File: src/core/aklb_pkg.sv
/*
 * Package for the ACL lookup key builder: key widths, type codes,
 * selector values, field positions and bus offsets.
 * Assumes nothing of its surroundings.
 */
package aklb_pkg;

    // key classes, in entry words
    localparam int AKLB_WORDS_X4  = 4;
    localparam int AKLB_WORDS_X8  = 8;
    localparam int AKLB_WORDS_X16 = 16;

    // key widths in bits
    localparam int AKLB_W_IPV4_VLAN   = 88;
    localparam int AKLB_W_ETHERTYPE   = 271;
    localparam int AKLB_W_SEVEN_TUPLE = 567;
    localparam int AKLB_ENTRY_W       = 576;

    // eight-word type codes
    localparam logic [3:0] AKLB_X8_ETHERTYPE  = 4'h0;
    localparam logic [3:0] AKLB_X8_ARP        = 4'h3;
    localparam logic [3:0] AKLB_X8_IPV4_TRANS = 4'h4;
    localparam logic [3:0] AKLB_X8_IPV4_MISC  = 4'h5;
    localparam logic [3:0] AKLB_X8_CUSTOM_2   = 4'h8;
    localparam logic [3:0] AKLB_X8_IPV6_VLAN  = 4'h9;

    // sixteen-word type codes
    localparam logic [1:0] AKLB_X16_SEVEN_TUPLE = 2'h1;
    localparam logic [1:0] AKLB_X16_CUSTOM_1    = 2'h2;

    // key selection by software
    typedef enum logic [1:0] {
        AKLB_KEY_IPV4_VLAN,
        AKLB_KEY_ETHERTYPE,
        AKLB_KEY_SEVEN_TUPLE
    } aklb_key_e;

    // port mask selector values
    localparam logic [1:0] AKLB_SEL_DEFAULT  = 2'h0;
    localparam logic [1:0] AKLB_SEL_LOOPBACK = 2'h1;
    localparam logic [1:0] AKLB_SEL_MASQ     = 2'h2;
    localparam logic [1:0] AKLB_SEL_SPECIAL  = 2'h3;

    // mask layout for selector 3
    localparam int AKLB_MASK_W     = 53;
    localparam int AKLB_MSK_SRC_LO = 4;
    localparam int AKLB_MSK_PT_LO  = 44;
    localparam int AKLB_MSK_ACT_LO = 49;
    localparam int AKLB_MAC_MC_BIT = 40;

    localparam logic [2:0] AKLB_ACT_MASQ_INJECT = 3'h1;
    localparam logic [7:0] AKLB_PAG_RST         = 8'h00;

    // register byte offsets
    localparam logic [3:0] AKLB_REG_CTRL   = 4'h0;
    localparam logic [3:0] AKLB_REG_STATUS = 4'h4;

endpackage

File: src/core/aklb_top.sv
/*
 * ACL lookup key builder: packs classified frame fields into lookup
 * entries and derives the ingress source mask.
 * Assumes the classifier holds its inputs stable while FRM_VALID is high
 * and software programs control over classic Wishbone.
 */
`timescale 1ns/1ps
`default_nettype none

// Operation
// - Keys come in four, eight and sixteen word classes.
// - The IPv4 VLAN, ethertype and seven-tuple keys are 88, 271 and 567 bits wide.
// - Fields are packed in order from entry bit 0 upward.
// - In an ethertype entry the type code sits at bits 3:0 and the lookup flag at bit 4.
// - Eight-word type codes are 0, 3, 4, 5, 8 and 9 for the six eight-word keys.
// - Sixteen-word type codes are 1 for seven-tuple and 2 for the first custom key.
// - Each key has a flag set for the first lookup and clear for the second.
// - Each key holds an 8-bit policy group defaulting to the port's setting.
// - The selector is 0 by default and 1 for loopback frames.
// - The selector is 2 for masqueraded frames when the masquerade enable is set.
// - The selector is 3 for enabled CPU, virtual device or loopback-sel3 frames.
// - The highest qualifying selector wins.
// - Selectors 0 to 2 mark the physical, looped or masqueraded port in the mask.
// - Selector 3 mask carries source flags, source port, pipeline point and action.
// - The multicast bit copies destination MAC bit 40.
module aklb_top
    import aklb_pkg::*;
#(
    parameter int PORTS = 53
) (
    input  wire logic                    CLK,          // 100 MHz clock
    input  wire logic                    SRST,         // sync reset, high
    input  wire logic                    CE,           // clock enable
    input  wire logic [3:0]              WB_ADR_I,     // byte address
    input  wire logic [31:0]             WB_DAT_I,     // write data
    output logic      [31:0]             WB_DAT_O,     // read data
    input  wire logic                    WB_WE_I,      // write enable
    input  wire logic [3:0]              WB_SEL_I,     // byte lanes
    input  wire logic                    WB_STB_I,     // strobe
    input  wire logic                    WB_CYC_I,     // cycle
    output logic                         WB_ACK_O,     // acknowledge
    input  wire logic                    FRM_VALID,    // frame fields valid
    input  wire logic                    FIRST_LOOKUP, // first lookup
    input  wire logic [7:0]              PORT_DEFAULT_POLICY_GROUP, // per port
    input  wire logic                    POLICY_GROUP_OVR, // classified group valid
    input  wire logic [7:0]              POLICY_GROUP, // classified group
    input  wire logic [47:0]             DMAC,         // destination MAC
    input  wire logic [5:0]              PHYS_PORT,    // physical port
    input  wire logic [5:0]              SRC_PORT,     // injected source port
    input  wire logic [5:0]              LOOPED_PORT,  // looped port
    input  wire logic                    INJECTED,     // injected frame
    input  wire logic                    CPU_INJECTED, // cpu injected
    input  wire logic                    LOOPBACK_DEVICE, // from loopback
    input  wire logic                    PROCESSOR_PORT_ZERO, // src processor_port_zero
    input  wire logic                    PROCESSOR_PORT_ONE,  // src processor_port_one
    input  wire logic                    VIRTUAL_DEVICE_ZERO, // src vd0
    input  wire logic                    VIRTUAL_DEVICE_ONE,  // src vd1
    input  wire logic [4:0]              PIPELINE_POINT,  // pipeline point
    input  wire logic [2:0]              PIPELINE_ACTION, // pipeline action
    output logic                         KEY_VALID,    // entry valid
    output logic [AKLB_ENTRY_W-1:0]      KEY_ENTRY,    // packed entry
    output logic [4:0]                   KEY_WORDS     // entry word count
);

    /****************************************
     * state
     ****************************************/
    typedef struct packed {
        logic                    ack;
        logic [31:0]             rdat;
        aklb_key_e               key_sel;
        logic                    masq_ena;
        logic                    cpu_ena;
        logic                    vd_ena;
        logic                    lbk3_ena;
        logic [1:0]              last_sel;
        logic [15:0]             key_count;
        logic                    vld;
        logic [AKLB_ENTRY_W-1:0] entry;
        logic [4:0]              words;
    } aklb_state_s;

    aklb_state_s st_reg;
    aklb_state_s st_next;

    logic [1:0]             sel;
    logic [AKLB_MASK_W-1:0] mask;
    logic [7:0]             policy_group;
    logic                   mc;
    logic                   masq;
    logic [63:0]            onehot;

    /****************************************
     * selector and mask
     ****************************************/
    always_comb begin
        masq = (INJECTED && (SRC_PORT != PHYS_PORT)) || (PIPELINE_ACTION == AKLB_ACT_MASQ_INJECT);
        if ((CPU_INJECTED && st_reg.cpu_ena)
            || ((VIRTUAL_DEVICE_ZERO || VIRTUAL_DEVICE_ONE) && st_reg.vd_ena)
            || (LOOPBACK_DEVICE && st_reg.lbk3_ena)) begin
            sel = AKLB_SEL_SPECIAL;
        end else if (masq && st_reg.masq_ena) begin
            sel = AKLB_SEL_MASQ;
        end else if (LOOPBACK_DEVICE) begin
            sel = AKLB_SEL_LOOPBACK;
        end else begin
            sel = AKLB_SEL_DEFAULT;
        end
        mask = '0;
        onehot = '0;
        case (sel)
            AKLB_SEL_DEFAULT:  onehot[PHYS_PORT] = 1'b1;
            AKLB_SEL_LOOPBACK: onehot[LOOPED_PORT] = 1'b1;
            AKLB_SEL_MASQ:     onehot[SRC_PORT] = 1'b1;
            default:           onehot = '0;
        endcase
        if (sel == AKLB_SEL_SPECIAL) begin
            mask[0] = PROCESSOR_PORT_ZERO;
            mask[1] = PROCESSOR_PORT_ONE;
            mask[2] = VIRTUAL_DEVICE_ZERO;
            mask[3] = VIRTUAL_DEVICE_ONE;
            mask[AKLB_MSK_SRC_LO +: 6] = SRC_PORT;
            mask[AKLB_MSK_PT_LO +: 5]  = PIPELINE_POINT;
            mask[AKLB_MSK_ACT_LO +: 3] = PIPELINE_ACTION;
        end else begin
            mask = onehot[AKLB_MASK_W-1:0];
        end
        policy_group = POLICY_GROUP_OVR ? POLICY_GROUP : PORT_DEFAULT_POLICY_GROUP;
        mc = DMAC[AKLB_MAC_MC_BIT];
    end

    /****************************************
     * next state
     ****************************************/
    always_comb begin
        st_next = st_reg;
        st_next.ack = 1'b0;
        // wishbone slave, one wait state
        if (WB_CYC_I && WB_STB_I && !st_reg.ack) begin
            st_next.ack = 1'b1;
            st_next.rdat = '0;
            case (WB_ADR_I)
                AKLB_REG_CTRL: begin
                    if (WB_WE_I && WB_SEL_I[0]) begin
                        st_next.key_sel  = aklb_key_e'(WB_DAT_I[1:0]);
                        st_next.masq_ena = WB_DAT_I[4];
                        st_next.cpu_ena  = WB_DAT_I[5];
                        st_next.vd_ena   = WB_DAT_I[6];
                        st_next.lbk3_ena = WB_DAT_I[7];
                    end
                    st_next.rdat[7:0] = {st_reg.lbk3_ena, st_reg.vd_ena, st_reg.cpu_ena,
                                         st_reg.masq_ena, 2'b00, st_reg.key_sel};
                end
                AKLB_REG_STATUS: begin
                    st_next.rdat = {14'h0000, st_reg.last_sel, st_reg.key_count};
                end
                default: st_next.rdat = '0;
            endcase
        end
        st_next.vld = FRM_VALID;
        if (FRM_VALID) begin
            st_next.last_sel = sel;
            st_next.key_count = st_reg.key_count + 16'h0001;
            st_next.entry = '0;
            case (st_reg.key_sel)
                AKLB_KEY_ETHERTYPE: begin
                    st_next.entry[3:0] = AKLB_X8_ETHERTYPE;
                    st_next.entry[4] = FIRST_LOOKUP;
                    st_next.entry[12:5] = policy_group;
                    st_next.entry[14:13] = sel;
                    st_next.entry[67:15] = mask;
                    st_next.entry[68] = mc;
                    st_next.words = 5'(AKLB_WORDS_X8);
                end
                AKLB_KEY_SEVEN_TUPLE: begin
                    st_next.entry[1:0] = AKLB_X16_SEVEN_TUPLE;
                    st_next.entry[2] = FIRST_LOOKUP;
                    st_next.entry[10:3] = policy_group;
                    st_next.entry[12:11] = sel;
                    st_next.entry[65:13] = mask;
                    st_next.entry[66] = mc;
                    st_next.words = 5'(AKLB_WORDS_X16);
                end
                default: begin
                    st_next.entry[0] = FIRST_LOOKUP;
                    st_next.entry[8:1] = policy_group;
                    st_next.words = 5'(AKLB_WORDS_X4);
                end
            endcase
        end
        if (SRST) begin
            st_next = '0;
            st_next.key_sel = AKLB_KEY_IPV4_VLAN;
        end
    end

    always_ff @(posedge CLK) begin
        if (CE || SRST) begin
            st_reg <= st_next;
        end
    end

    assign WB_ACK_O  = st_reg.ack;
    assign WB_DAT_O  = st_reg.rdat;
    assign KEY_VALID = st_reg.vld;
    assign KEY_ENTRY = st_reg.entry;
    assign KEY_WORDS = st_reg.words;

    /****************************************
     * checks
     ****************************************/
    a_width_four: assert property (@(posedge CLK) disable iff (SRST)
        KEY_VALID && KEY_WORDS == 5'h04 |-> KEY_ENTRY[AKLB_ENTRY_W-1:AKLB_W_IPV4_VLAN] == '0)
        else $error("four word key too wide");
    a_width_eight: assert property (@(posedge CLK) disable iff (SRST)
        KEY_VALID && KEY_WORDS == 5'h08 |-> KEY_ENTRY[AKLB_ENTRY_W-1:AKLB_W_ETHERTYPE] == '0)
        else $error("eight word key too wide");
    a_width_sixteen: assert property (@(posedge CLK) disable iff (SRST)
        KEY_VALID && KEY_WORDS == 5'h10 |-> KEY_ENTRY[AKLB_ENTRY_W-1:AKLB_W_SEVEN_TUPLE] == '0)
        else $error("sixteen word key too wide");
    a_word_class: assert property (@(posedge CLK) disable iff (SRST)
        KEY_VALID |-> (KEY_WORDS == 5'h04 || KEY_WORDS == 5'h08 || KEY_WORDS == 5'h10))
        else $error("word class wrong");
    a_first_flag: assert property (@(posedge CLK) disable iff (SRST)
        FRM_VALID && CE && st_reg.key_sel == AKLB_KEY_IPV4_VLAN |=> KEY_ENTRY[0] == $past(FIRST_LOOKUP))
        else $error("lookup flag wrong");
    a_pag_classified: assert property (@(posedge CLK) disable iff (SRST)
        FRM_VALID && CE && POLICY_GROUP_OVR && st_reg.key_sel == AKLB_KEY_ETHERTYPE
        |=> KEY_ENTRY[12:5] == $past(POLICY_GROUP)) else $error("classified group wrong");
    a_default_sel: assert property (@(posedge CLK) disable iff (SRST)
        FRM_VALID && CE && !LOOPBACK_DEVICE && !(masq && st_reg.masq_ena) && !(CPU_INJECTED && st_reg.cpu_ena)
        && !((VIRTUAL_DEVICE_ZERO || VIRTUAL_DEVICE_ONE) && st_reg.vd_ena) |=> st_reg.last_sel == 2'h0)
        else $error("default selector wrong");
    a_vd_sel: assert property (@(posedge CLK) disable iff (SRST)
        FRM_VALID && CE && (VIRTUAL_DEVICE_ZERO || VIRTUAL_DEVICE_ONE) && st_reg.vd_ena
        |=> st_reg.last_sel == 2'h3) else $error("virtual device selector wrong");
    a_lbk3_sel: assert property (@(posedge CLK) disable iff (SRST)
        FRM_VALID && CE && LOOPBACK_DEVICE && st_reg.lbk3_ena |=> st_reg.last_sel == 2'h3)
        else $error("loopback sel3 selector wrong");
    a_phys_mark: assert property (@(posedge CLK) disable iff (SRST)
        FRM_VALID && CE && st_reg.key_sel == AKLB_KEY_ETHERTYPE && sel == 2'h0
        |=> KEY_ENTRY[67:15] == (53'h1 << $past(PHYS_PORT))) else $error("physical port mark wrong");
    a_looped_mark: assert property (@(posedge CLK) disable iff (SRST)
        FRM_VALID && CE && st_reg.key_sel == AKLB_KEY_ETHERTYPE && sel == 2'h1
        |=> KEY_ENTRY[67:15] == (53'h1 << $past(LOOPED_PORT))) else $error("looped port mark wrong");
    a_masq_mark: assert property (@(posedge CLK) disable iff (SRST)
        FRM_VALID && CE && st_reg.key_sel == AKLB_KEY_ETHERTYPE && sel == 2'h2
        |=> KEY_ENTRY[67:15] == (53'h1 << $past(SRC_PORT))) else $error("masquerade port mark wrong");
    a_special_flags: assert property (@(posedge CLK) disable iff (SRST)
        FRM_VALID && CE && st_reg.key_sel == AKLB_KEY_ETHERTYPE && sel == 2'h3
        |=> KEY_ENTRY[18:15] == {$past(VIRTUAL_DEVICE_ONE), $past(VIRTUAL_DEVICE_ZERO),
                                 $past(PROCESSOR_PORT_ONE), $past(PROCESSOR_PORT_ZERO)})
        else $error("source flags wrong");
    a_special_fields: assert property (@(posedge CLK) disable iff (SRST)
        FRM_VALID && CE && st_reg.key_sel == AKLB_KEY_ETHERTYPE && sel == 2'h3
        |=> KEY_ENTRY[24:19] == $past(SRC_PORT) && KEY_ENTRY[58:25] == '0
        && KEY_ENTRY[63:59] == $past(PIPELINE_POINT) && KEY_ENTRY[66:64] == $past(PIPELINE_ACTION)
        && !KEY_ENTRY[67]) else $error("special mask fields wrong");
    a_tuple_mc: assert property (@(posedge CLK) disable iff (SRST)
        FRM_VALID && CE && st_reg.key_sel == AKLB_KEY_SEVEN_TUPLE |=> KEY_ENTRY[66] == $past(DMAC[40]))
        else $error("tuple multicast bit wrong");

    a_ack_one_cycle: assert property (@(posedge CLK) disable iff (SRST)
        WB_ACK_O && CE |=> !WB_ACK_O) else $error("ack held too long");
    a_loop_sel: assert property (@(posedge CLK) disable iff (SRST)
        FRM_VALID && CE && LOOPBACK_DEVICE && !st_reg.lbk3_ena && !CPU_INJECTED
        && !VIRTUAL_DEVICE_ZERO && !VIRTUAL_DEVICE_ONE && !masq |=> st_reg.last_sel == 2'h1)
        else $error("loopback selector wrong");
    a_masq_sel: assert property (@(posedge CLK) disable iff (SRST)
        FRM_VALID && CE && masq && st_reg.masq_ena && sel != 2'h3 |=> st_reg.last_sel == 2'h2)
        else $error("masquerade selector wrong");
    a_cpu_sel: assert property (@(posedge CLK) disable iff (SRST)
        FRM_VALID && CE && CPU_INJECTED && st_reg.cpu_ena |=> st_reg.last_sel == 2'h3)
        else $error("cpu selector wrong");
    a_etype_code: assert property (@(posedge CLK) disable iff (SRST)
        FRM_VALID && CE && st_reg.key_sel == AKLB_KEY_ETHERTYPE
        |=> KEY_ENTRY[3:0] == 4'h0 && KEY_ENTRY[4] == $past(FIRST_LOOKUP) && KEY_WORDS == 5'h08)
        else $error("ethertype header wrong");
    a_tuple_code: assert property (@(posedge CLK) disable iff (SRST)
        FRM_VALID && CE && st_reg.key_sel == AKLB_KEY_SEVEN_TUPLE
        |=> KEY_ENTRY[1:0] == 2'h1 && KEY_WORDS == 5'h10) else $error("tuple header wrong");
    a_mc_bit: assert property (@(posedge CLK) disable iff (SRST)
        FRM_VALID && CE && st_reg.key_sel == AKLB_KEY_ETHERTYPE |=> KEY_ENTRY[68] == $past(DMAC[40]))
        else $error("multicast bit wrong");
    a_upper_zero: assert property (@(posedge CLK) disable iff (SRST)
        KEY_VALID |-> KEY_ENTRY[AKLB_ENTRY_W-1:69] == '0) else $error("upper bits not zero");
    a_pag_default: assert property (@(posedge CLK) disable iff (SRST)
        FRM_VALID && CE && !POLICY_GROUP_OVR && st_reg.key_sel == AKLB_KEY_IPV4_VLAN
        |=> KEY_ENTRY[8:1] == $past(PORT_DEFAULT_POLICY_GROUP)) else $error("policy group wrong");

endmodule

`default_nettype wire

File: config.mk
export PLATFORM = sky130hd
export DESIGN_NAME = aklb_top
export DESIGN_NICKNAME = d
export VERILOG_FILES = /design/src/core/aklb_pkg.sv /design/src/core/aklb_top.sv
export SDC_FILE = /design/constraint.sdc
export NUM_CORES = 1
export LEC_CHECK = 0
export ABC_AREA = 0
export BUFFER_PORTS_ARGS = -buffer_cell sky130_fd_sc_hd__clkbuf_2
export CORE_AREA = 10 10 288 290
export CTS_BUF_LIST = sky130_fd_sc_hd__clkbuf_16
export CTS_CLUSTER_SIZE = 30
export DETAILED_ROUTE_END_ITERATION = 7
export DIE_AREA = 0 0 298 300
export PLACE_DENSITY = 0.38
export SLEW_MARGIN = 20
export SYNTH_ARGS = -nofsm -noshare
export SYNTH_HDL_FRONTEND = slang
export SYNTH_SLANG_ARGS = --single-unit
File: constraint.sdc
create_clock -name CLK -period 4.3 [get_ports CLK]
set_input_delay 0.86 -clock CLK [delete_from_list [all_inputs] [get_ports CLK]]
set_output_delay 0.86 -clock CLK [all_outputs]
set_load 0.02 [all_outputs]
=== Word-level counts from Yosys, hierarchy flattened ===
Cells that the tools add are included.

* $add $sub $neg: 1
* $lt $le $gt $ge: 6
* Equality and inequality tests: 8
* Multiplexer cells: 25
* Reductions and logical operators: 26

{| class="wikitable"
|+ Operator list
! cell !! count
|-
| one-hot mux 53 bit (3 select lines) || 1
|-
| one-hot mux 58 bit (2 select lines) || 1
|-
| 2-to-1 mux 74 bit || 1
|-
| 2-to-1 mux 39 bit || 1
|-
| 2-to-1 mux 34 bit || 1
|-
| one-hot mux 14 bit (2 select lines) || 1
|-
| less-than comparator 6 x 7 -> 1 bit (second input constant) || 3
|-
| 2-to-1 mux 10 bit || 2
|-
| demux 1 bit (select 6 bit) || 3
|-
| greater-or-equal comparator 6 x 1 -> 1 bit (second input constant) || 3
|-
| 2-to-1 mux 18 bit || 1
|-
| adder 16 x 1 -> 16 bit (second input constant) || 1
|-
| 2-to-1 mux 8 bit || 2
|-
| one-hot mux 8 bit (2 select lines) || 1
|-
| 2-to-1 mux 6 bit || 2
|-
| logical AND 1 bit || 11
|-
| nonzero test 2 bit || 4
|-
| == test 2 bit (second input constant) || 3
|-
| 2-to-1 mux 2 bit || 3
|-
| inequality test 6 bit || 1
|-
| logical OR 1 bit || 5
|-
| 2-to-1 mux 1 bit || 5
|-
| == test 2 x 1 -> 1 bit (second input constant) || 2
|-
| == test 4 x 3 -> 1 bit (second input constant) || 1
|-
| 6 further kinds || 7
|}

* Register bits: 132
* Bits of input ports: 146
* Output and inout bits: 615

=== Longest topological paths before layout ===
* Depth after elaboration: 11
* Mapped depth: 9

=== Least setup slack after synthesis ===
Ideal clock, no wire load.

* Path kind: input to register
* From: input SRST
* To: register st_reg, in the netlist KEY_ENTRY[0], enable pin
* Library setup time: 0.447 ns
* Data arrival time: 3.228 ns
* Setup slack: 0.625 ns
* Stages on the path: 3
* Path buffers: 2
* Cell sequence: clkbuf_1 > clkbuf_1 > a21o_1

* Word-level cells in the longest chain between the ends: 2
* Elaborated cells on any way between the ends: 3
* Those cells by class: reduce/logical: 3

{| class="wikitable"
|+ Ends and longest elaborated chain
! item !! line !! RTL
|-
| start, declared || aklb_top.sv:32 || <nowiki>input wire logic SRST,</nowiki>
|-
| nonzero test 2 bit (no line) or logical OR 1 bit (tied branches) || n/a ||
|-
| AND reduction 2 bit (no line) * || n/a ||
|-
| end signal, assigned || aklb_top.sv:199 || <nowiki>st_reg <= st_next;</nowiki>
|-
| end, declared || aklb_top.sv:83 || <nowiki>aklb_state_s st_reg;</nowiki>
|}

Mark *: on every way between the ends. The rest lies on a longest branch, timed or not.
A chain may end at the register's enable or synchronous reset.

=== Worst setup path in the final report ===
* From: input PIPELINE_ACTION[1]
* To: register st_reg, in the netlist KEY_ENTRY[59], data pin

* Word-level cells in the longest chain between the ends: 10
* Elaborated cells on any way between the ends: 13
* Those cells by class: eq/ne: 4; mux: 6; reduce/logical: 3

{| class="wikitable"
|+ Ends and longest elaborated chain
! item !! line !! RTL
|-
| start, declared || aklb_top.sv:59 || <nowiki>input wire logic [2:0] PIPELINE_ACTION,</nowiki>
|-
| == test 3 x 1 -> 1 bit * || aklb_top.sv:97 || <nowiki>masq = (INJECTED && (SRC_PORT != PHYS_PORT)) || (PIPELINE_ACTION == AKLB_ACT_MASQ_INJECT);</nowiki>
|-
| logical OR 1 bit * || aklb_top.sv:97 ||
|-
| logical AND 1 bit * || aklb_top.sv:102 || <nowiki>end else if (masq && st_reg.masq_ena) begin</nowiki>
|-
| 2-to-1 mux 2 bit * || aklb_top.sv:102 ||
|-
| 2-to-1 mux 2 bit * || aklb_top.sv:98 || <nowiki>if ((CPU_INJECTED && st_reg.cpu_ena)</nowiki>
|-
| == test 2 bit, or another cell as far along || aklb_top.sv:111 || <nowiki>case (sel)</nowiki>
|-
| one-hot mux 53 bit (3 select lines) || aklb_top.sv:111 ||
|-
| 2-to-1 mux 8 bit * || aklb_top.sv:117 || <nowiki>if (sel == AKLB_SEL_SPECIAL) begin</nowiki>
|-
| one-hot mux 58 bit (2 select lines) * || aklb_top.sv:165 || <nowiki>case (st_reg.key_sel)</nowiki>
|-
| 2-to-1 mux 74 bit * || aklb_top.sv:161 || <nowiki>if (FRM_VALID) begin</nowiki>
|}

Mark *: on every way between the ends. The rest lies on a longest branch, timed or not. The select of a mux whose other input is x is not followed.

==> metrics.txt <==
outcome complete, no violations; commonest non-fill, non-tap cells in the layout conb_1, clkbuf_2, edfxtp_1, nor2_1, o22ai_1; initial core utilization 15.2%; root buffer cell clkbuf_16; max FFs per register 69; crit-path leading delay family compound AO/OA/AOI/OAI gates; WS Path Type input port to flop; FFs w/ async S/R, synth 0%; setup bufs post-CTS 0; Die Area 89,400 um2; Remaining DRCs 0; Die W 298 um; Post-Route Setup TNS 0 ps; CP startpoint kind input port; total number of vias 7,920; hpwl dp 34,900 um; dominant synthesized flop cell edfxtp_1; Post-CTS Hold Buffers 0; Ys Warns 0; cell leakage power 4.91 nW; worst skew pair latency 430 ps; layout net count 1,508; routability cong. 0.829; Tot Pwr 3.60 mW; Clock Skew 11.6 ps; Vias/cell 3.28; non-filler instance count after layout 2,413; most common cell after layout, fill and taps aside conb_1; register area share after synthesis 29.8%; Vert. Die Dim 300 um; Top Ports 761; Worst-Margin Slew 1090 ps; FF-to-FF setup slack 1530 ps; EDFF count, synth 116; first-pass GRT wire length 59,300 um; pin count of the biggest net entering global routing 52; type of element capturing the critical path flop; Post-Route WL 42,600 um; #FFs+latches synth 116; Setup-failing EPs final 0; slew margin rel. 27.6%; Layout area overhead -0.824%; fmax 0.321 GHz; mapped cell area 11,700 um2; cell count after placement 2,380; vias in the first global route 8,502; total gr overflow 0; HP Start st_reg[598]; CP startpoint PIPELINE_ACTION[1]; R2R Path Start st_reg[602]; PD cells 310 nW/um2; Peak VDD IR 0.000247 V; initial antenna violation count 3; MaxCap Viol Count 0; Arrival @ worst endpoint 3240 ps; TritonCTS clock tree done; Site Rows 102; CP peak stage delay 680 ps; class of the worst hold path flop to flop; worst-path fanout max 25; CTS Buffer Depth 2; drt first pass iters 6; minimum clock period after layout 3120 ps; share of layout cells above drive strength 1 17.6%; CP Cell Sequence clkbuf_2 -> nor3b_1 -> o21ai_0 -> a21oi_4 -> nor3_1 -> a221oi_1 -> o32ai_1; Buf/Inv on CP 1; Pins Over Slew Limit 0; Final Util 15.0%; antenna-violating nets left 0; Clock H-tree levels 4; CTS clk-pin slew, worst paths 60 ps; Worst EP required 4420 ps; Port Buffers 161; drt initial violations 604; Num CTS Buffers 17; Core ar. 77,100 um2; slowest library cell on the worst path a21oi_4; post_cts resized 0; clock sinks 116; Post-Syn Area per Cell 8.91 um2; Final Hold Viols 0; GRT Overall Usage 8.73%; Tcrit/Tclk final 72.5%; wire length per cell 17.7 um; RSZ-0062 raised after global routing false; Post-Syn Instances 1,312; post-synthesis cell type count 68
## metrics by stage
stage / hold WS (ps) / worst slack (ps) / area (um2)
floorplan: 520 / 625 / 13700
global placement: 536 / 731 / 11100
detailed placement: 535 / 716 / 11100
CTS: 541 / 1180 / 11600
global route: 559 / 1060 / 11600
finish: 541 / 1180 / 11600
## final timing paths
check,endpoint,cells after the start
max,KEY_ENTRY[59],7
min,WB_DAT_O[16],1
max reg2reg,KEY_ENTRY[59],5
min reg2reg,WB_DAT_O[16],1
## cells by family (layout without fill, tap and decap cells)
| logic type | after synthesis | count (layout) | synth area share, % |
|---|---|---|---|
| buffers and inverters | 681 | 217 | 42.1 |
| AND/OR/NAND/NOR | 282 | 282 | 13.3 |
| AO/OA/AOI/OAI | 194 | 194 | 11.4 |
| flip-flops | 116 | 116 | 29.8 |
| XOR/XNOR | 19 | 19 | 1.55 |
| multiplexers | 16 | 16 | 1.43 |
| adder cells (fa/ha/maj) | 3 | 3 | 0.321 |
| other | 1 | 526 | 0.0321 |
## synthesized netlist by cell type (all sizes together), types with 7 or more instances
cell type	n	area (um2)
or3	14	97.6
nor3b	10	75.1
nand3b	16	120
nand2b	8	50.1
nand2	44	165
and3	19	119
a22oi	13	97.6
or3b	7	61.3
nor4	9	83.8
nor3	35	185
inv	8	30.0
nand4	8	50.1
xor2	17	164
and2	9	56.3
nand3	20	100
a211oi	7	62.6
edfxtp	116	3480
a31oi	12	90.1
clkbuf	43	161
nor2	61	229
o2bb2ai	10	87.6
o21ai	43	219
o22ai	55	344
nor2b	7	43.8
buf	630	4730
o32ai	7	61.3
a21oi	7	38.8
mux2i	10	100
## per-layer routing
metal	routed length (um)	vias up	part of all wire (%)	track usage, %
li1	-	3520	-	-
met1	17300	3800	41	10.2
met2	21300	542	50	15.5
met3	2950	54	6.9	2.24
met4	1000	4	2.3	2.69
met5	27	-	0.063	0
## worst reg2reg max path: cells and delay by family, from the launching register on
kind	cells	cell delay (ps)
AOI/OAI and AO/OA	2	940
and+or+nand+nor	2	790
buffers and inverters	1	350
DFF	1	390
## layout make-up
| class | count | area [um2] |
|---|---|---|
| Sequential cell | 116 | 3480 |
| Antenna cell | 3 | 7.51 |
| Clock buffer | 17 | 425 |
| Timing Repair Buffer | 179 | 978 |
| Clock inverter | 13 | 97.6 |
| Multi-Input combinational cell | 1037 | 5270 |
| Tap cell | 1040 | 1300 |
| Fill cell | 8905 | 65500 |
| Inverter | 8 | 30.0 |
## where the power goes
group / total (mW) / switching (mW) / internal [mW] / leakage (nW)
Combinational: 0.941 / 0.793 / 0.147 / 3.41
Clock: 1.29 / 0.515 / 0.773 / 0.262
Sequential: 1.37 / 0.0420 / 1.33 / 1.23
Total: 3.60 / 1.35 / 2.25 / 4.91
(Power assumes the default switching activity.)
